**src/ifca_params.svh**
```systemverilog
// Offsets, field positions and reset values of the indirect fabric register access block
`ifndef IFCA_PARAMS_SVH
`define IFCA_PARAMS_SVH

`define IFCA_HADDR_W     12
`define IFCA_VAL_OFS     12'h1ac
`define IFCA_CMD_OFS     12'h1b0
`define IFCA_PEND_BIT    31
`define IFCA_DIR_BIT     30
`define IFCA_UP_BIT      29
`define IFCA_DOWN_BIT    28
`define IFCA_LANE_LSB    16
`define IFCA_CMD_RST     32'h0000_0000
`define IFCA_VAL_RST     32'h0000_0000

`endif

```
**src/ifca_pkg.sv**
```systemverilog
// Types shared by the indirect fabric register access block
package ifca_pkg;

  typedef struct packed {
    logic        pending;
    logic        direction_select;
    logic        step_up_enable;
    logic        step_down_enable;
    logic [7:0]  reserved;
    logic [3:0]  lane_select;
    logic [15:0] target_index;
  } ifca_cmd_t;

  typedef struct packed {
    logic        write;
    logic [3:0]  lane_select;
    logic [15:0] target_index;
    logic [31:0] wdata;
  } ifca_req_t;

endpackage : ifca_pkg

```
**src/ifca_fabric_port.sv**
```systemverilog
// Request and acknowledge sequencer toward the fabric register space
`timescale 1ns/1ps
`include "ifca_params.svh"

module ifca_fabric_port
  import ifca_pkg::*;
(
  input  wire logic        sys_clk_i,
  input  wire logic        reset_i,
  input  wire logic        start_i,
  input  wire ifca_req_t   req_i,
  input  wire logic        fab_ack_i,
  input  wire logic [31:0] fab_rdata_i,
  output ifca_req_t        fab_req_data_o,
  output logic             fab_req_o,
  output logic             done_o,
  output logic [31:0]      rdata_o
);

  typedef enum logic [1:0] {
    IFCA_IDLE = 2'b01,
    IFCA_WAIT = 2'b10
  } ifca_port_state_t;

  ifca_port_state_t state_r;
  ifca_port_state_t state_nxt;

  wire take_ack = (state_r == IFCA_WAIT) & fab_ack_i;

  always_comb begin
    case (state_r)
      IFCA_IDLE: state_nxt = start_i ? IFCA_WAIT : IFCA_IDLE;
      IFCA_WAIT: state_nxt = fab_ack_i ? IFCA_IDLE : IFCA_WAIT;
      default:   state_nxt = IFCA_IDLE;
    endcase
  end

  always_ff @(posedge sys_clk_i or posedge reset_i) begin
    if (reset_i) begin
      state_r        <= IFCA_IDLE;
      fab_req_o      <= 1'b0;
      done_o         <= 1'b0;
      rdata_o        <= 32'h0000_0000;
      fab_req_data_o <= '0;
    end else begin
      state_r   <= state_nxt;
      fab_req_o <= (state_nxt == IFCA_WAIT);
      done_o    <= take_ack;
      // Request fields freeze for the whole access so lanes and data stay coherent
      if (start_i && state_r == IFCA_IDLE) begin
        fab_req_data_o <= req_i;
      end
      if (take_ack) begin
        rdata_o <= fab_rdata_i;
      end
    end
  end

endmodule : ifca_fabric_port

```
**src/ifca_top.sv**
```systemverilog
// Command and value registers of the indirect path into the fabric register space
`timescale 1ns/1ps
`include "ifca_params.svh"

module ifca_top
  import ifca_pkg::*;
(
  input  wire logic [11:0] host_addr_i,
  input  wire logic        host_wr_i,
  input  wire logic        host_rd_i,
  input  wire logic [31:0] host_wdata_i,
  input  wire logic        fab_ack_i,
  input  wire logic [31:0] fab_rdata_i,
  input  wire logic        reset_i,
  input  wire logic        sys_clk_i,
  output logic [31:0]      host_rdata_o,
  output logic             fab_req_o,
  output logic             fab_we_o,
  output logic [3:0]       fab_be_o,
  output logic [15:0]      fab_addr_o,
  output logic [31:0]      fab_wdata_o
);

  ////////////////////////////////////////////////////////////////////////////
  // Helpers

  // Step-up has precedence, so a set step-up bit always means plus one
  function automatic logic [15:0] ifca_step(input logic [15:0] idx, input logic up);
    ifca_step = up ? idx + 16'h0001 : idx - 16'h0001;
  endfunction : ifca_step

  ////////////////////////////////////////////////////////////////////////////
  // Host decode

  ifca_cmd_t   cmd_r;
  logic [31:0] wval_r;
  logic [31:0] rval_r;
  ifca_req_t   req;
  ifca_req_t   fab_req_data;
  logic        port_done;
  logic [31:0] port_rdata;

  wire         cmd_hit   = (host_addr_i == `IFCA_CMD_OFS);
  wire         val_hit   = (host_addr_i == `IFCA_VAL_OFS);
  wire         busy      = cmd_r.pending;
  // Accesses that would disturb a running operation are dropped
  wire         cmd_wr    = host_wr_i & cmd_hit & ~busy;
  wire         val_wr    = host_wr_i & val_hit & ~busy;
  wire         val_rd    = host_rd_i & val_hit & ~busy;
  wire         auto_on   = cmd_r.step_up_enable | cmd_r.step_down_enable;
  wire         auto_wr   = val_wr & auto_on;
  wire         auto_rd   = val_rd & auto_on;
  wire         cmd_go    = cmd_wr & host_wdata_i[`IFCA_PEND_BIT];
  wire         start     = cmd_go | auto_wr | auto_rd;
  wire [15:0]  step_idx  = ifca_step(cmd_r.target_index, cmd_r.step_up_enable);
  wire         wr_done   = port_done & ~cmd_r.direction_select & auto_on;
  wire [31:0]  cmd_view  = {cmd_r[31:28], 8'h00, cmd_r[19:0]};
  wire [31:0]  val_view  = cmd_r.direction_select ? rval_r : wval_r;
  wire [31:0]  rd_mux    = cmd_hit ? cmd_view : (val_hit ? val_view : 32'h0000_0000);

  // Request built from the values the register will hold after this cycle
  always_comb begin
    req.write        = cmd_go ? ~host_wdata_i[`IFCA_DIR_BIT] : ~cmd_r.direction_select;
    req.lane_select  = cmd_go ? host_wdata_i[19:16] : cmd_r.lane_select;
    req.target_index = cmd_go ? host_wdata_i[15:0] : (auto_rd ? step_idx : cmd_r.target_index);
    req.wdata        = val_wr ? host_wdata_i : wval_r;
  end

  ////////////////////////////////////////////////////////////////////////////
  // Registers

  always_ff @(posedge sys_clk_i or posedge reset_i) begin
    if (reset_i) begin
      cmd_r <= `IFCA_CMD_RST;
    end else begin
      if (cmd_wr) begin
        cmd_r          <= host_wdata_i;
        cmd_r.reserved <= 8'h00;
      end
      if (auto_rd) begin
        cmd_r.target_index <= step_idx;
      end else if (wr_done) begin
        cmd_r.target_index <= step_idx;
      end
      // A start in the completion cycle cannot happen: starts need busy low
      if (start) begin
        cmd_r.pending <= 1'b1;
      end else if (port_done) begin
        cmd_r.pending <= 1'b0;
      end
    end
  end

  always_ff @(posedge sys_clk_i or posedge reset_i) begin
    if (reset_i) begin
      wval_r       <= `IFCA_VAL_RST;
      rval_r       <= `IFCA_VAL_RST;
      host_rdata_o <= 32'h0000_0000;
    end else begin
      if (val_wr) begin
        wval_r <= host_wdata_i;
      end
      if (port_done && cmd_r.direction_select) begin
        rval_r <= port_rdata;
      end
      if (host_rd_i) begin
        host_rdata_o <= rd_mux;
      end
    end
  end

  ////////////////////////////////////////////////////////////////////////////
  // Fabric side

  ifca_fabric_port u_port (
    .sys_clk_i      (sys_clk_i),
    .reset_i        (reset_i),
    .start_i        (start),
    .req_i          (req),
    .fab_ack_i      (fab_ack_i),
    .fab_rdata_i    (fab_rdata_i),
    .fab_req_data_o (fab_req_data),
    .fab_req_o      (fab_req_o),
    .done_o         (port_done),
    .rdata_o        (port_rdata)
  );

  assign fab_we_o    = fab_req_data.write;
  assign fab_be_o    = fab_req_data.lane_select;
  assign fab_addr_o  = fab_req_data.target_index;
  assign fab_wdata_o = fab_req_data.wdata;
endmodule : ifca_top

```
**config.mk**
```make
export PLATFORM = sky130hd
export DESIGN_NAME = ifca_top
export DESIGN_NICKNAME = d
export VERILOG_FILES = /design/src/ifca_pkg.sv /design/src/ifca_fabric_port.sv /design/src/ifca_top.sv
export VERILOG_INCLUDE_DIRS = /design/src
export SDC_FILE = /design/constraint.sdc
export NUM_CORES = 1
export LEC_CHECK = 0
export CORE_MARGIN = 5
export CORE_UTILIZATION = 40
export DETAILED_ROUTE_END_ITERATION = 12
export DONT_BUFFER_PORTS = 1
export PLACE_DENSITY_LB_ADDON = 0.15
export SYNTH_ARGS = -nofsm -noshare
export SYNTH_HDL_FRONTEND = slang
export SYNTH_SLANG_ARGS = --single-unit
```
**constraint.sdc**
```tcl
create_clock -name sys_clk_i -period 8.4 [get_ports sys_clk_i]
set_input_delay 2.1 -clock sys_clk_i [delete_from_list [all_inputs] [get_ports sys_clk_i]]
set_output_delay 2.1 -clock sys_clk_i [all_outputs]
set_load 0.05 [all_outputs]
```
==> impl_metrics.env, run 1 <==
export IMPL_power_density_mw_per_mm2=194.4
export IMPL_initial_core_util_pct=40.81
export IMPL_grt_max_degree=139
export IMPL_cts_root_buffer="clkbuf_16"
export IMPL_grt_use_total_pct=19.82
export IMPL_num_rows=56
export IMPL_num_io_pins=167
export IMPL_rsz0062_at_grt="no"
export IMPL_dr_first_iter_drc_count=417
export IMPL_grt_pass1_wl_mm=41.48
export IMPL_htree_levels=1
export IMPL_wl_per_cell_um=23.77
export IMPL_synth_area_leaders="dfrtp_1 (54%), mux2_2 (18%), nand2_1 (3.3%)"
export IMPL_hold_path_class="reg -> reg"
export IMPL_leakage_uw=0.005198
export IMPL_cts_tree="done"
export IMPL_dieArea_sq_mm=0.02730
export IMPL_area_growth_pct=10.61
export IMPL_post_route_period_util_pct=55.00
export IMPL_fin_nets=898
export IMPL_r2r_slack_ns=5.22
export IMPL_synthesis_nets=910
export IMPL_regArea_sq_mm=0.005233
export IMPL_die_width_um=165.2
export IMPL_r2r_end="cmd_r[15]"
export IMPL_cp_max_fo=26
export IMPL_fin_setup_tns_ns=0
export IMPL_dr_pass1_iters=5
export IMPL_worstMarginPinSlew_ns=1.092
export IMPL_grt_pass1_vias=6829
export IMPL_cts_sinks=209
export IMPL_clkLatencyLatePin_ns=0.53
export IMPL_gp_congestion=0.8708
export IMPL_cp_arrival_ns=5.02
export IMPL_peakVddDrop_uv=125.6
export IMPL_route_detailed_drc=0
export IMPL_syn_inst=812
export IMPL_synth_flop_cell="dfrtp_1"
export IMPL_critPathRequiredTime_ns=8.80
export IMPL_synth_warnings=0
export IMPL_synth_top_cell_by_area="dfrtp_1"
export IMPL_r2r_start="cmd_r[29]"
export IMPL_min_to="rval_r[25]"
export IMPL_cts_buffers=24
export IMPL_yosysTopAreaCellShare_pct=54.01
export IMPL_ys_seq_area_share_pct=54.28
export IMPL_holdPathStages=1
export IMPL_routed_via_density=5.673
export IMPL_finalSetupViolCount=0
export IMPL_syn_cell_area_sq_mm=0.009637
export IMPL_finalMaxSlewViolations=0
export IMPL_hold_buffers=0
export IMPL_multi_input_area_sq_mm=0.004173
export IMPL_max_slew_margin_pct=27.20
export IMPL_ff2ff_path_depth=9
export IMPL_ys_types=66
export IMPL_hold_viol=0
export IMPL_vias=6445
export IMPL_path_class="in -> reg"
export IMPL_async_flop_share_pct=100.0
export IMPL_n_fill_cell=2170
export IMPL_outcome="completed"
export IMPL_period_needed_ns=4.620
export IMPL_max_cap_violations=0
export IMPL_synth_avg_cell_area_sq_um=11.87
export IMPL_cts_setup_buffers=0
export IMPL_cp_end_kind="flop"
export IMPL_grt_overflow=0
export IMPL_hpwl_mm=18.28
export IMPL_wl_mm=27.01
export IMPL_path_clk_slew_ns=0.06
export IMPL_hp_start="u_port.rdata_o[25]"
export IMPL_start_kind="input pin"
export IMPL_fin_skew_ns=0.01128
export IMPL_post_cts_resized=0
export IMPL_ys_ff_latch=209
export IMPL_antenna_left=0
export IMPL_fmax_mhz=216.4
export IMPL_grt_antenna_before_repair=2
export IMPL_postLayoutCoreUtil_pct=45.14
export IMPL_synth_edf_count=0
export IMPL_clock_path_buffers=3
export IMPL_port_buffers=0
export IMPL_coreArea_sq_mm=0.02361
export IMPL_die_h_um=165.2
export IMPL_drive_gt1_share_pct=25.86
how the worst max path moves through the flow:
| stage | slack (ns) | cells past startpoint | to | startpoint |
|---|---|---|---|---|
| after floorplan | 0.59 | 1 | busy | reset_i |
| after global placement | 3.34 | 6 | u_port.fab_req_data_o[6] | host_addr_i[9] |
| after detailed placement | 3.25 | 6 | u_port.fab_req_data_o[23] | host_addr_i[9] |
| after CTS | 3.81 | 6 | u_port.fab_req_data_o[3] | host_addr_i[9] |
| after global routing | 3.67 | 6 | u_port.fab_req_data_o[7] | host_addr_i[9] |
| final | 3.78 | 6 | u_port.fab_req_data_o[7] | host_addr_i[9] |
sequential cells by signal, summed over array words and instances (netlist names):
register	count
u_port.done_o	1
host_rdata_o	32
busy	1
cmd_r	23
u_port.state_r	2
wval_r	32
u_port.fab_req_o	1
u_port.fab_req_data_o	53
rval_r	32
u_port.rdata_o	32
worst max-delay path, cell delays in order:
cell and delay [ns]:
nand4bb_1 0.37, or4_4 0.75, o41ai_4 0.48, o21a_2 0.42, buf_4 0.47, mux2_2 0.39
layout make-up:
class	count	share of cell area, %
sequential	209	49.09
multi-input combinational	549	39.15
clock buffer	38	6.597
tap	319	3.745
timing repair buffer	9	0.6339
clock inverter	4	0.4461
inverter	7	0.3169
antenna	1	0.02348
Yosys cell counts (4+ instances only):
master       n
nor3_1       4
nor2_1      81
clkbuf_1    31
o22ai_1      4
nand3_1     10
xnor2_1      8
a21oi_1     25
ha_1        16
a221oi_1    26
o31ai_1      4
o2bb2ai_1    8
buf_4        5
nand2_1     86
mux2_2     150
a21o_1       6
o21ai_0     26
a31oi_1     15
a22o_1       6
inv_1        6
dfrtp_1    208
buf_1        6
mux2_1       6
mux2i_1      5
xor2_1       5
layer usage:
metal | share of wire [%] | wire length, um | GRT usage, % | vias up
met2 | 47 | 12590 | 32.02 | 227
met1 | 41 | 11130 | 25.42 | 3296
met4 | 1.9 | 512 | 4.764 | 2
li1 | - | - | - | 2887
met3 | 10 | 2759 | 7.347 | 33
met5 | 0.059 | 16 | 0 | -
metrics by stage:
stage               hold slack [ns]  instances  worst slack, ns  area, sq um  power, uW
floorplan                    0.4477        812           0.5925         9637       1095
global placement             0.4856       1093            3.340         9906       1105
detailed placement           0.4892       1093            3.254         9906       1107
CTS                          0.5023       1135            3.810        10660       2104
global route                 0.5164       1136            3.674        10660       2149
finish                       0.4998       1136            3.780        10660       2072
cell families after synthesis:
kind of cell | synth area share [%]
AO/OA/AOI/OAI | 10.53
XOR/XNOR | 1.415
buffers and inverters | 2.597
AND/OR/NAND/NOR | 9.673
flip-flops | 54.28
adder cells (fa/ha/maj) | 2.285
multiplexers | 19.22
power breakdown:
group / internal, uW / leakage (uW) / switching (uW)
logic: 8.26 / 0.00197 / 30.6
clock network: 575 / 0.000362 / 410
registers: 1010 / 0.00287 / 33.8
total: 1600 / 0.00520 / 474
cells in the final DEF (no fill, tap or decap), types with 3 or more instances in the layout:
cell       count
a31oi_1       15
xor2_1         5
nor3_1         4
a21o_1         6
a21oi_1       25
nand2b_1       3
mux2_1         6
inv_1          5
buf_4          9
ha_1          16
o22ai_1        4
nand2_1       85
clkbuf_8       5
o211ai_1       3
o21ai_1        3
o21ai_0       26
a2bb2oi_1      3
mux2i_1        5
a221oi_1      26
o31ai_1        4
mux2_4         3
dfrtp_1      207
mux2_2       150
o2bb2ai_1      8
a22o_1         6
nor2_1        81
xnor2_1        8
and3_1         3
clkbuf_1       9
nand3_1       10
clkbuf_16     24
Power figures use the tool's default switching activity.
==> run 2: changes to the inputs <==
--- a/config.mk
+++ b/config.mk
@@ -6,6 +6,7 @@
 export SDC_FILE = /design/constraint.sdc
 export NUM_CORES = 1
 export LEC_CHECK = 0
+export ABC_AREA = 1
 export CORE_MARGIN = 5
 export CORE_UTILIZATION = 40
 export DETAILED_ROUTE_END_ITERATION = 12
==> constraint.sdc (replaced) <==
create_clock -name sys_clk_i -period 4.25 [get_ports sys_clk_i]
set_input_delay 1.0625 -clock sys_clk_i [delete_from_list [all_inputs] [get_ports sys_clk_i]]
set_output_delay 1.0625 -clock sys_clk_i [all_outputs]
set_load 0.05 [all_outputs]
==> run 2 against run 1 <==
Compared with the run above:
- sequential share of layout area fell by 2.7 points
- clock power rose by 120%
- cell count rose by 39%
- worst setup slack got worse by 2.1 ns
- core utilization fell by 0.25 points
- register-to-register slack got worse by 3.5 ns
- critical endpoint is now u_port.fab_req_data_o[38]
==> impl_metrics.env, run 2 <==
export IMPL_cts_root_buffer="clkbuf_16"
export IMPL_crit_family="simple AND/OR/NAND/NOR gates"
export IMPL_finalSetupViolCount=0
export IMPL_htree_levels=1
export IMPL_grt_antenna_before_repair=0
export IMPL_instances_no_fill=1574
export IMPL_period_needed_ns=2.562
export IMPL_grt_overflow=0
export IMPL_cpPeakStageDelay_ns=0.48
export IMPL_die_width_um=169.7
export IMPL_rsz0062_at_grt="no"
export IMPL_synth_warnings=0
export IMPL_fin_ws_ns=1.688
export IMPL_max_cap_violations=0
export IMPL_dr_pass1_iters=5
export IMPL_hold_path_class="in -> async"
export IMPL_cts_tree="done"
export IMPL_synth_edf_count=0
export IMPL_cp_num_buf_inv=1
export IMPL_synth_top_cell_by_area="dfrtp_1"
export IMPL_outcome="completed"
export IMPL_dieArea_sq_mm=0.02878
export IMPL_hpwl_mm=22.71
export IMPL_initial_core_util_pct=40.61
export IMPL_post_cts_resized=0
export IMPL_syn_inst=1240
export IMPL_ys_seq_area_share_pct=51.31
export IMPL_leakage_uw=0.006062
export IMPL_dr_first_iter_drc_count=729
export IMPL_cts_sinks=209
export IMPL_cp_end_kind="flop"
export IMPL_place_ws_ns=1.207
export IMPL_crit_chain="inv_1 -> ha_1 -> nand2_1 -> nand3_1 -> nand3b_1 -> nand2_1 -> nand2_1 -> nand2_1 -> nand2_1 -> nand3_1 -> nor2_1 -> nor2_1"
export IMPL_synth_area_leaders="dfrtp_1 (51%), nand2_1 (15%), o21ai_0 (4.7%)"
export IMPL_vias=8030
export IMPL_worstMarginPinSlew_ns=1.019
export IMPL_antenna_left=0
export IMPL_slowest_stage="inv_1"
export IMPL_drive_gt1_share_pct=8.119
export IMPL_grt_pass1_wl_mm=48.03
export IMPL_yosysTopAreaCellShare_pct=51.05
export IMPL_routed_via_density=5.102
export IMPL_wl_mm=31.06
export IMPL_grt_use_total_pct=21.37
export IMPL_path_clk_slew_ns=0.06
export IMPL_post_route_period_util_pct=60.29
export IMPL_critPathMostFrequentCell="nand2_1"
export IMPL_finalMaxSlewViolations=0
export IMPL_wl_per_cell_um=19.73
export IMPL_largest_reg_flops=53
export IMPL_clock_path_buffers=3
export IMPL_power_density_mw_per_mm2=380.7
export IMPL_max_flop_register="u_port.fab_req_data_o"
export IMPL_synthesis_nets=1338
export IMPL_area_growth_pct=10.54
export IMPL_port_buffers=0
export IMPL_synth_flop_cell="dfrtp_1"
export IMPL_peakVddDrop_uv=254.3
export IMPL_fin_nets=1323
export IMPL_fin_skew_ns=0.01598
export IMPL_cts_setup_buffers=0
export IMPL_final_common_cell="nand2_1"
export IMPL_grt_pass1_vias=7892
export IMPL_async_flop_share_pct=100.0
export IMPL_num_rows=58
export IMPL_dp_cells=1528
export IMPL_fmax_mhz=390.3
export IMPL_coreArea_sq_mm=0.02511
export IMPL_synth_commonest_cells="nand2_1 (411), dfrtp_1 (208), inv_1 (120), o21ai_0 (95), nand3_1 (89)"
export IMPL_synth_most_common_cell="nand2_1"
export IMPL_path_class="reg -> reg"
export IMPL_hold_buffers=0
export IMPL_cp_arrival_ns=2.98
export IMPL_grt_max_degree=124
export IMPL_ys_ff_latch=209
export IMPL_fin_setup_tns_ns=0
export IMPL_mostFrequentLayoutCells="nand2_1 (410), dfrtp_1 (207), inv_1 (118)"
export IMPL_start_kind="flop"
export IMPL_power_uw=4290
export IMPL_synth_avg_cell_area_sq_um=8.223
export IMPL_syn_cell_area_sq_mm=0.01020
export IMPL_diodes=0
export IMPL_num_io_pins=167
export IMPL_gp_congestion=0.9441
export IMPL_route_detailed_drc=0
export IMPL_die_h_um=169.7
export IMPL_cts_buffers=25
export IMPL_critPathRequiredTime_ns=4.67
export IMPL_max_slew_margin_pct=31.80
export IMPL_cp_max_fo=16
export IMPL_clkLatencyLatePin_ns=0.53
export IMPL_ys_types=40
export IMPL_hold_viol=0
-- run 2: changes by cell type in the layout (fill, tap and decap cells not counted), sizes merged, moves of 15 or more --
cell    change
a21oi      +15
a221oi     -26
inv       +117
mux2      -152
mux2i      +26
nand2     +331
nand3      +81
o21ai      +82
-- run 2: area by class of cell --
class,instances,area [sq um]
Fill cell,2580,13840
Sequential cell,209,5233
Multi-Input combinational cell,851,4207
Clock buffer,38,764.5
Inverter,125,475.5
Tap cell,330,412.9
Timing Repair Buffer,13,110.1
Clock inverter,8,68.82
-- run 2: cells by family after synthesis --
logic type | Yosys count | synth area share, %
AO/OA/AOI/OAI | 182 | 10.30
buffers and inverters | 180 | 7.461
multiplexers | 38 | 3.816
flip-flops | 209 | 51.31
XOR/XNOR | 2 | 0.1718
AND/OR/NAND/NOR | 612 | 24.79
adder cells (fa/ha/maj) | 17 | 2.160
-- run 2: layer usage --
| metal | global-route usage (%) | wire [um] |
|---|---|---|
| met1 | 31.02 | 14540 |
| met2 | 32.11 | 13330 |
| met3 | 5.590 | 2405 |
| met4 | 5.215 | 788 |
| met5 | 0 | 0 |
-- run 2: through the flow --
step | area [sq um] | hold WS [ns] | util (%)
CTS | 11270 | 0.4622 | 44.89
floorplan | 10200 | 0.4450 | -
global placement | 10440 | 0.4643 | 41.57
detailed placement | 10440 | 0.4645 | 41.57
finish | 11270 | 0.4647 | 44.89
global route | 11270 | 0.4919 | 44.89
-- run 2: power breakdown --
part / total (uW) / switching, uW / leakage, uW / internal (uW)
sequential: 2060 / 60.2 / 0.00271 / 2000
clock: 2140 / 892 / 0.000400 / 1250
combinational: 86.3 / 67.0 / 0.00295 / 19.3
total: 4290 / 1020 / 0.00606 / 3270
-- run 2: worst paths after layout --
path | slack [ns] | endpoint | cells past startpoint | startpoint
setup reg to reg | 1.69 | u_port.fab_req_data_o[38] | 12 | cmd_r[29]
hold reg to reg | 0.48 | u_port.rdata_o[4] | 2 | u_port.rdata_o[4]
min in group sys_clk_i | 0.48 | u_port.rdata_o[4] | 2 | u_port.rdata_o[4]
setup / recovery | 1.69 | u_port.fab_req_data_o[38] | 12 | cmd_r[29]
hold / removal | 0.46 | rval_r[1] | 1 | reset_i
max in group asynchronous | 2.76 | u_port.fab_req_data_o[24] | 2 | reset_i
